===== config.mk =====
export PLATFORM = sky130hd
export DESIGN_NAME = hires_pwm_oversample_irq
export DESIGN_NICKNAME = d
export VERILOG_FILES = /design/src/hw/hires_pwm_pkg.sv /design/src/hw/hires_pwm_oversample_irq.sv
export VERILOG_INCLUDE_DIRS = /design/src /design/src/hw
export SDC_FILE = /design/constraint.sdc
export NUM_CORES = 1
export LEC_CHECK = 0
export ABC_AREA = 1
export BUFFER_PORTS_ARGS = -buffer_cell sky130_fd_sc_hd__buf_2
export CAP_MARGIN = 20
export CORE_UTILIZATION = 56
export CTS_CLUSTER_DIAMETER = 40
export DETAILED_ROUTE_END_ITERATION = 8
export PLACE_DENSITY = 0.87
export SLEW_MARGIN = 40
export SYNTH_ARGS = -nofsm -noshare
export SYNTH_HDL_FRONTEND = slang
export SYNTH_SLANG_ARGS = --single-unit

===== constraint.sdc =====
create_clock -name core_clk -period 3.3 [get_ports core_clk]
set_clock_uncertainty 0.05 [all_clocks]
set_input_delay 0.66 -clock core_clk [delete_from_list [all_inputs] [get_ports core_clk]]
set_output_delay 0.66 -clock core_clk [all_outputs]
set_load 0.01 [all_outputs]

===== src/hw/hires_pwm_consts.svh =====
`ifndef HIRES_PWM_CONSTS_SVH
`define HIRES_PWM_CONSTS_SVH

// Fine edge timing
`define HR_FINE_STEP_PS   250
`define HR_PHASE_COUNT    16
`define HR_CLK_PERIOD_PS  20000

// Field widths
`define HR_CNT_W          14
`define HR_FINE_W         4
`define HR_DIV_W          8
`define HR_EDGE_N         3

// Oversampling field codes
`define OS_SEL_1X         2'h0
`define OS_SEL_2X         2'h1
`define OS_SEL_4X         2'h2
`define OS_SEL_8X         2'h3

// Interrupt divide counts for settings 1 to 15
`define DIV_CNT_S1        8'h00
`define DIV_CNT_S2        8'h01
`define DIV_CNT_S3        8'h03
`define DIV_CNT_S4        8'h07
`define DIV_CNT_S5        8'h0F
`define DIV_CNT_S6        8'h1F
`define DIV_CNT_S7        8'h2F
`define DIV_CNT_S8        8'h3F
`define DIV_CNT_S9        8'h4F
`define DIV_CNT_S10       8'h5F
`define DIV_CNT_S11       8'h7F
`define DIV_CNT_S12       8'h9F
`define DIV_CNT_S13       8'hBF
`define DIV_CNT_S14       8'hDF
`define DIV_CNT_S15       8'hFF

// Reset values and full fine mask
`define HR_CNT_RST        14'h0000
`define HR_DIV_RST        8'h00
`define HR_FINE_RST       4'h0
`define HR_FINE_FULL      4'hF

`endif


===== src/hw/hires_pwm_pkg.sv =====
`include "hires_pwm_consts.svh"

package hires_pwm_pkg;

  // One fine-capable edge: coarse count above, fine phase below
  typedef struct packed {
    logic [`HR_CNT_W-1:0]  coarse;
    logic [`HR_FINE_W-1:0] fine;
  } edge_cfg_t;

  // Fine resolution controls
  typedef struct packed {
    logic       hires_enable;
    logic       hires_multi_output_enable;
    logic [1:0] fine_step_scale;
    logic       phase_clock_set_enable;
  } hr_ctrl_t;

  // Complete state of the channel
  typedef struct packed {
    logic [`HR_CNT_W-1:0]                   cnt;
    logic [1:0]                             os_shift;
    logic [`HR_CNT_W-1:0]                   os_step;
    logic [`HR_CNT_W-1:0]                   os_next;
    logic [3:0]                             os_left;
    logic [3:0]                             div_sel;
    logic [`HR_DIV_W-1:0]                   div_cnt;
    logic                                   pwm_a;
    logic                                   pwm_b;
    logic [`HR_EDGE_N-1:0]                  strobe;
    logic [`HR_EDGE_N-1:0][`HR_FINE_W-1:0]  fine;
    logic                                   error_converter_trig;
    logic                                   irq;
    logic                                   adc_start;
  } state_t;

endpackage


===== src/hw/hires_pwm_oversample_irq.sv =====
`timescale 1ns/1ps
`include "hires_pwm_consts.svh"

//***************************************************************
// Behaviour
// - Edge step 250 ps, eightieth of clock
// - Fine phase picks one of sixteen clocks
// - Fine resolution switchable, step size selectable
// - Code 00 gives one trigger per period
// - Codes 01/10/11 give 2/4/8 triggers
// - Trigger spacing is sample count over factor
// - One interrupt per switching period at divide setting 1
// - Divider delays interrupt to count-plus-one periods
// - Divided interrupt also starts general converter
// - Settings 1..15 map to fixed divide counts
// - Counter equal sample count starts conversion
// - Fine edges only A fall, B edges
//***************************************************************
module hires_pwm_oversample_irq (
  // Clock, reset, enable
  input  wire logic                                        core_clk,
  input  wire logic                                        reset_n,
  input  wire logic                                        clk_en,
  // Timing setup
  input  wire logic [`HR_CNT_W-1:0]                        period,
  input  wire logic [`HR_CNT_W-1:0]                        sample_trig,
  input  wire logic [`HR_CNT_W-1:0]                        ev_a_rise,
  input  wire hires_pwm_pkg::edge_cfg_t [`HR_EDGE_N-1:0]   ev_fine,
  input  wire hires_pwm_pkg::hr_ctrl_t                     hr_ctrl,
  // Oversampling and interrupt setup
  input  wire logic [1:0]                                  os_sel,
  input  wire logic [3:0]                                  div_setting,
  input  wire logic                                        int_enable,
  input  wire logic                                        general_purpose_converter_route_enable,
  // Power stage side
  output logic                                             pwm_a,
  output logic                                             pwm_b,
  output logic [`HR_EDGE_N-1:0]                            edge_strobe,
  output logic [`HR_EDGE_N-1:0][`HR_FINE_W-1:0]            edge_fine,
  output logic                                             phase_clock_run,
  // Converters and processor
  output logic                                             error_converter_trigger,
  output logic                                             period_irq,
  output logic                                             general_purpose_converter_start
);

  //*************************************************************
  // Constants and helpers
  //*************************************************************
  // Divide count for a 4-bit setting; 0 means divider off
  function automatic logic [`HR_DIV_W-1:0] div_limit(input logic [3:0] sel);
    logic [`HR_DIV_W-1:0] lim;
    lim = `HR_DIV_RST;
    case (sel)
      4'h1:    lim = `DIV_CNT_S1;
      4'h2:    lim = `DIV_CNT_S2;
      4'h3:    lim = `DIV_CNT_S3;
      4'h4:    lim = `DIV_CNT_S4;
      4'h5:    lim = `DIV_CNT_S5;
      4'h6:    lim = `DIV_CNT_S6;
      4'h7:    lim = `DIV_CNT_S7;
      4'h8:    lim = `DIV_CNT_S8;
      4'h9:    lim = `DIV_CNT_S9;
      4'hA:    lim = `DIV_CNT_S10;
      4'hB:    lim = `DIV_CNT_S11;
      4'hC:    lim = `DIV_CNT_S12;
      4'hD:    lim = `DIV_CNT_S13;
      4'hE:    lim = `DIV_CNT_S14;
      4'hF:    lim = `DIV_CNT_S15;
      default: lim = `HR_DIV_RST;
    endcase
    return lim;
  endfunction

  //*************************************************************
  // State
  //*************************************************************
  hires_pwm_pkg::state_t q;                 // Registered state
  hires_pwm_pkg::state_t d;                 // Next state
  logic                  period_end;        // Last count of period
  logic                  div_fire;          // Divider reached its count
  logic                  hires_on;          // Phase clocks usable
  logic [`HR_FINE_W-1:0] fine_mask;         // Bits kept at this step size
  logic [`HR_EDGE_N-1:0] hit;               // Coarse match per fine edge
  logic [`HR_EDGE_N-1:0][`HR_FINE_W-1:0] fine_eff;  // Fine phase after scaling

  assign period_end = (q.cnt >= period);
  assign div_fire   = period_end && (q.div_sel != 4'h0) && (q.div_cnt >= div_limit(q.div_sel));
  // Without running phase clocks a fine phase would pick a dead clock
  assign hires_on   = hr_ctrl.hires_enable && hr_ctrl.phase_clock_set_enable;
  // Coarser steps drop low fine bits: 250 ps, 500 ps, 1 ns, 2 ns
  assign fine_mask  = 4'(`HR_FINE_FULL << hr_ctrl.fine_step_scale);

  //*************************************************************
  // Per-edge coarse match and fine phase choice
  //*************************************************************
  // Edge 0 is A falling, 1 is B rising, 2 is B falling
  genvar gi;
  generate
    for (gi = 0; gi < `HR_EDGE_N; gi++) begin : g_edge
      // Secondary edges only get fine phase in multi-output mode
      logic allow;
      assign allow        = (gi == 0) ? 1'b1 : hr_ctrl.hires_multi_output_enable;
      assign hit[gi]      = (q.cnt == ev_fine[gi].coarse);
      // Fine value picks one of sixteen phase-shifted clocks
      assign fine_eff[gi] = (hires_on && allow) ? (ev_fine[gi].fine & fine_mask) : `HR_FINE_RST;
    end
  endgenerate

  //*************************************************************
  // Next-state logic
  //*************************************************************
  always_comb begin
    d           = q;
    // Pulses last one cycle
    d.strobe    = '0;
    d.error_converter_trig = 1'b0;
    d.irq       = 1'b0;
    d.adc_start = 1'b0;

    // Period counter
    if (period_end) begin
      d.cnt = `HR_CNT_RST;
    end else begin
      d.cnt = 14'(q.cnt + 14'h0001);
    end

    // Oversampling triggers within the period
    if ((q.os_left != 4'h0) && (q.cnt == q.os_next)) begin
      d.error_converter_trig = 1'b1;
      d.os_next   = 14'(q.os_next + q.os_step);
      d.os_left   = 4'(q.os_left - 4'h1);
    end

    // Load a fresh trigger pattern only at the boundary
    if (period_end) begin
      d.os_shift = os_sel;
      d.os_step  = sample_trig >> os_sel;
      d.os_next  = sample_trig >> os_sel;
      d.os_left  = 4'(4'h1 << os_sel);
    end

    // Period interrupt divider
    if (period_end) begin
      if (div_fire) begin
        d.div_cnt   = `HR_DIV_RST;
        d.irq       = int_enable;
        d.adc_start = general_purpose_converter_route_enable;
      end else begin
        d.div_cnt = 8'(q.div_cnt + 8'h01);
      end
      // A new setting restarts the count cleanly
      d.div_sel = div_setting;
      if (div_setting != q.div_sel) begin
        d.div_cnt = `HR_DIV_RST;
      end
    end

    // Output A: rise coarse only, fall fine-capable
    if (q.cnt == ev_a_rise) begin
      d.pwm_a = 1'b1;
    end
    // Falling match wins when both coincide
    if (hit[0]) begin
      d.pwm_a = 1'b0;
    end

    // Output B: both edges fine-capable
    if (hit[1]) begin
      d.pwm_b = 1'b1;
    end
    if (hit[2]) begin
      d.pwm_b = 1'b0;
    end

    // Fine phase is held from its edge until the next one
    for (int i = 0; i < `HR_EDGE_N; i++) begin
      if (hit[i]) begin
        d.strobe[i] = 1'b1;
        d.fine[i]   = fine_eff[i];
      end
    end
  end

  //*************************************************************
  // State register
  //*************************************************************
  // Clock enable low freezes every bit, pulses included
  always_ff @(posedge core_clk) begin
    if (!reset_n) begin
      q <= '0;
    end else if (clk_en) begin
      q <= d;
    end
  end

  //*************************************************************
  // Outputs
  //*************************************************************
  assign pwm_a                           = q.pwm_a;
  assign pwm_b                           = q.pwm_b;
  assign edge_strobe                     = q.strobe;
  assign edge_fine                       = q.fine;
  // Phase clocks only run when fine placement is in use
  assign phase_clock_run                 = hires_on;
  assign error_converter_trigger         = q.error_converter_trig;
  assign period_irq                      = q.irq;
  assign general_purpose_converter_start = q.adc_start;
endmodule


==> metrics <==
status=finished clean; highest-delay cell along the critical path=sky130_fd_sc_hd__dfxtp_1; floorplan die width=~110 um; final number of max-transition violations=0; number of synthesized flops with an enable pin=0; post-route total power=2.59 mW; highest achievable clock rate=between 300 and 400 MHz; maximum cell stage delay along the critical path=590 ps; Worst VDD drop=0.000272 V; violation count after the first detailed-route iteration=523; start point of the critical path=q[71]$_SDFFE_PN0P_; number of hold buffers added after cts=0; clock latency on the worst-skew pair=350 ps; post-layout min period=2700 ps; Final period util=81.8%; final count of negative-setup-slack endpoints=0; layout cells sized above 1=20.3%; most common cell after layout, fill and taps aside=sky130_fd_sc_hd__nand2_1; number of cells upsized or downsized after cts=0; slew at the pin closest to its max-slew limit=between 400 and 500 ps; Max Root-Sink Buffers=2; leakage power summed over all cells=3.68 nW; R2R cell count=15; area of the placeable core=11,400 sq um; gpl congestion=0.955; Mapped Area=6570 sq um; Cell variety after synth=53; net count reported at finish=between 1,000 and 1,500; total of flip-flops plus latches after synthesis=86; worst min-delay path class=flop to flop; Routed wire per std cell=14.5 um; chip height=110 um; number of synthesis warnings=0; number of hold violations in the final report=0; largest delay contributor family on the critical path=simple AND/OR/NAND/NOR gates; number of maximum-capacitance constraint violations=0; vias per cell=5.43; count of boundary I/O pins=133; worst relative slew slack=68.0%; flip-flop cell with the highest count after synthesis=sky130_fd_sc_hd__dfxtp_1; cell-by-cell listing of the critical path=ha_1 > nand2_1 > nor2_2 > nand2_1 > nor2_2 > nor2_2 > nand3_4 > nand2_4 > o21ai_2 > nor2_2 > inv_1 > ha_1 > nand2_1 > nand3_1 > nand2_1; vias after detailed routing=6,679; TritonCTS clock tree=yes; register clock-pin slew on the reported worst setup and hold paths=70 ps; fraction of synthesis flops using an asynchronous set or reset pin=0%; post-route antenna net violation count=0; Crit. path cell count=15; Crit. End Element=flop; Antenna Diode Count=0; DRT Wirelength=17,800 um; Root Buffer=sky130_fd_sc_hd__clkbuf_16; effective utilization at floorplan=57.5%; worst hold margin=419 ps; most frequent cells in the layout=sky130_fd_sc_hd__nand2_1 (210), sky130_fd_sc_hd__nor2_1 (132), sky130_fd_sc_hd__buf_2 (132), sky130_fd_sc_hd__inv_1 (110), sky130_fd_sc_hd__dfxtp_1 (86); total track usage=29.1%; initial antenna violation count=0; Buffers on Ports=around 130; largest fanout of any net on the critical path=20; setup repair bufs after CTS=0; worst reg-to-reg setup slack=600 ps; net count of the mapped netlist=1,133; maximum number of pins on one net before global-route repair=28; Max H-tree Level=3; Syn Inst Count=977; aggregate global routing overflow=0; Rows=39; total half-perimeter wirelength after legalization and detailed placement=13,800 um; number of buffers and inverters on the critical path=1; unrepaired setup endpoints after global routing=false; reg-to-reg startpoint=q[71]$_SDFFE_PN0P_; part of the Yosys area used for sequential elements=a little over a quarter; vias in the first global route=between 5,000 and 6,000; area growth from synthesis to final layout=14.2%; number of buffers added by the clock tree synthesis step=9; Setup TNS=0 ps; required time of the worst setup path=3490 ps; number of clock sinks=86; Die ar.=12,200 sq um; Avg Cell Area, Syn=between 6 and 7 sq um; nature of the critical path startpoint=flop; final routed DRC violation total=0; first-pass iteration count of the detailed router=7; first-pass GRT wire length=27,400 um; power density relative to cell area=about 340 nW/um^2; Data arrival, critical path=2890 ps; Worst Setup Path Type=flop to flop
## tightest hold or removal path: stages, from the launching register on
cell and delay (ps):
sky130_fd_sc_hd__dfxtp_1 310, sky130_fd_sc_hd__nand2_1 60, sky130_fd_sc_hd__a21oi_1 60
## report_power, final
part	internal (mW)	switching [mW]
clock network	0.751	0.454
logic	0.132	0.190
registers	1.05	0.0128
## Yosys cell counts, types with 2 or more instances
master                       n  area share [%]
sky130_fd_sc_hd__nand2_1   210              12
sky130_fd_sc_hd__nor2_1    132             7.5
sky130_fd_sc_hd__inv_1     110             6.3
sky130_fd_sc_hd__dfxtp_1    86              26
sky130_fd_sc_hd__o21ai_0    59             4.5
sky130_fd_sc_hd__a21oi_1    45             3.4
sky130_fd_sc_hd__nand3_1    44             3.4
sky130_fd_sc_hd__ha_1       43             8.2
sky130_fd_sc_hd__xor2_1     29             3.9
sky130_fd_sc_hd__xnor2_1    22             2.9
sky130_fd_sc_hd__buf_4      21             2.4
sky130_fd_sc_hd__nand4_1    17             1.6
sky130_fd_sc_hd__or2_2      13             1.2
sky130_fd_sc_hd__buf_2      12            0.91
sky130_fd_sc_hd__nor3_1     11            0.84
sky130_fd_sc_hd__inv_2      10            0.57
sky130_fd_sc_hd__o22ai_1     9            0.86
sky130_fd_sc_hd__buf_6       8             1.4
sky130_fd_sc_hd__o21ai_1     8            0.61
sky130_fd_sc_hd__a211oi_1    7            0.80
sky130_fd_sc_hd__clkbuf_1    7            0.40
sky130_fd_sc_hd__nor4_1      7            0.67
sky130_fd_sc_hd__a21oi_2     6            0.80
sky130_fd_sc_hd__nand2_2     6            0.57
sky130_fd_sc_hd__nor2_2      6            0.57
sky130_fd_sc_hd__mux2i_1     5            0.76
sky130_fd_sc_hd__nand3_2     4            0.61
sky130_fd_sc_hd__nand3b_1    4            0.46
sky130_fd_sc_hd__nand3_4     3            0.80
sky130_fd_sc_hd__a22oi_1     2            0.23
sky130_fd_sc_hd__a31oi_1     2            0.19
sky130_fd_sc_hd__nand2_4     2            0.34
sky130_fd_sc_hd__nor3_2      2            0.30
sky130_fd_sc_hd__nor3b_1     2            0.23
sky130_fd_sc_hd__nor4_2      2            0.38
sky130_fd_sc_hd__nor4b_1     2            0.27
sky130_fd_sc_hd__o211ai_1    2            0.23
sky130_fd_sc_hd__o21ai_2     2            0.27
## layer usage
| layer | vias up | GRT usage, % | part of all wire, % |
|---|---|---|---|
| met5 | - | 0 | 0 |
| met4 | 0 | 14.2 | 3.1 |
| met3 | 43 | 3.35 | 7.8 |
| met2 | 308 | 50.1 | 46 |
| met1 | 2969 | 35.8 | 43 |
| li1 | 3359 | - | - |
## how the worst min path moves through the flow
stage / endpoint / start / depth (start not counted) / slack (ps)
final: edge_strobe[1]$_SDFFE_PN0P_ / edge_strobe[1]$_SDFFE_PN0P_ / 2 / 420
after detailed placement: edge_strobe[2]$_SDFFE_PN0P_ / edge_strobe[2]$_SDFFE_PN0P_ / 2 / 400
after floorplan: edge_fine[11]$_SDFFE_PN0P_ / edge_fine[11]$_SDFFE_PN0P_ / 2 / 390
after CTS: edge_strobe[2]$_SDFFE_PN0P_ / edge_strobe[2]$_SDFFE_PN0P_ / 2 / 420
after global placement: edge_strobe[2]$_SDFFE_PN0P_ / edge_strobe[2]$_SDFFE_PN0P_ / 2 / 400
after global routing: edge_fine[11]$_SDFFE_PN0P_ / edge_fine[11]$_SDFFE_PN0P_ / 2 / 430
## final cells by class
class / instances / area (sq um)
multi-input combinational: 721 / 4050
fill: 1042 / 3920
sequential: 86 / 1720
timing repair buffer: 143 / 743
inverter: 121 / 457
clock buffer: 9 / 225
tap: 143 / 179
clock inverter: 7 / 126
## state kept, by name (all words and copies together), names as in the netlist, named ones only
register	count
general_purpose_converter_start	1
pwm_a	1
period_irq	1
pwm_b	1
error_converter_trigger	1
q	58
edge_fine	12
edge_strobe	3
## cell families after synthesis
group,count (synthesis),synth area share (%)
AND/OR/NAND/NOR,474,33.1
flip-flops,86,26.2
adder cells (fa/ha/maj),44,8.50
multiplexers,5,0.762
XOR/XNOR,51,6.80
AO/OA/AOI/OAI,147,12.5
buffers and inverters,170,12.1
## per-stage QoR
| step | std cells | cell area (sq um) | setup slack (ps) | utilization [%] |
|---|---|---|---|---|
| CTS | 1230 | 7500 | 629 | 65.7 |
| floorplan | 977 | 6570 | 743 | - |
| finish | 1230 | 7500 | 599 | 65.7 |
| global route | 1230 | 7500 | 440 | 65.7 |
| detailed placement | 1214 | 7150 | 405 | 62.6 |
| global placement | 1214 | 7150 | 483 | 62.6 |
Note: power is estimated with default switching activity, not from simulation.
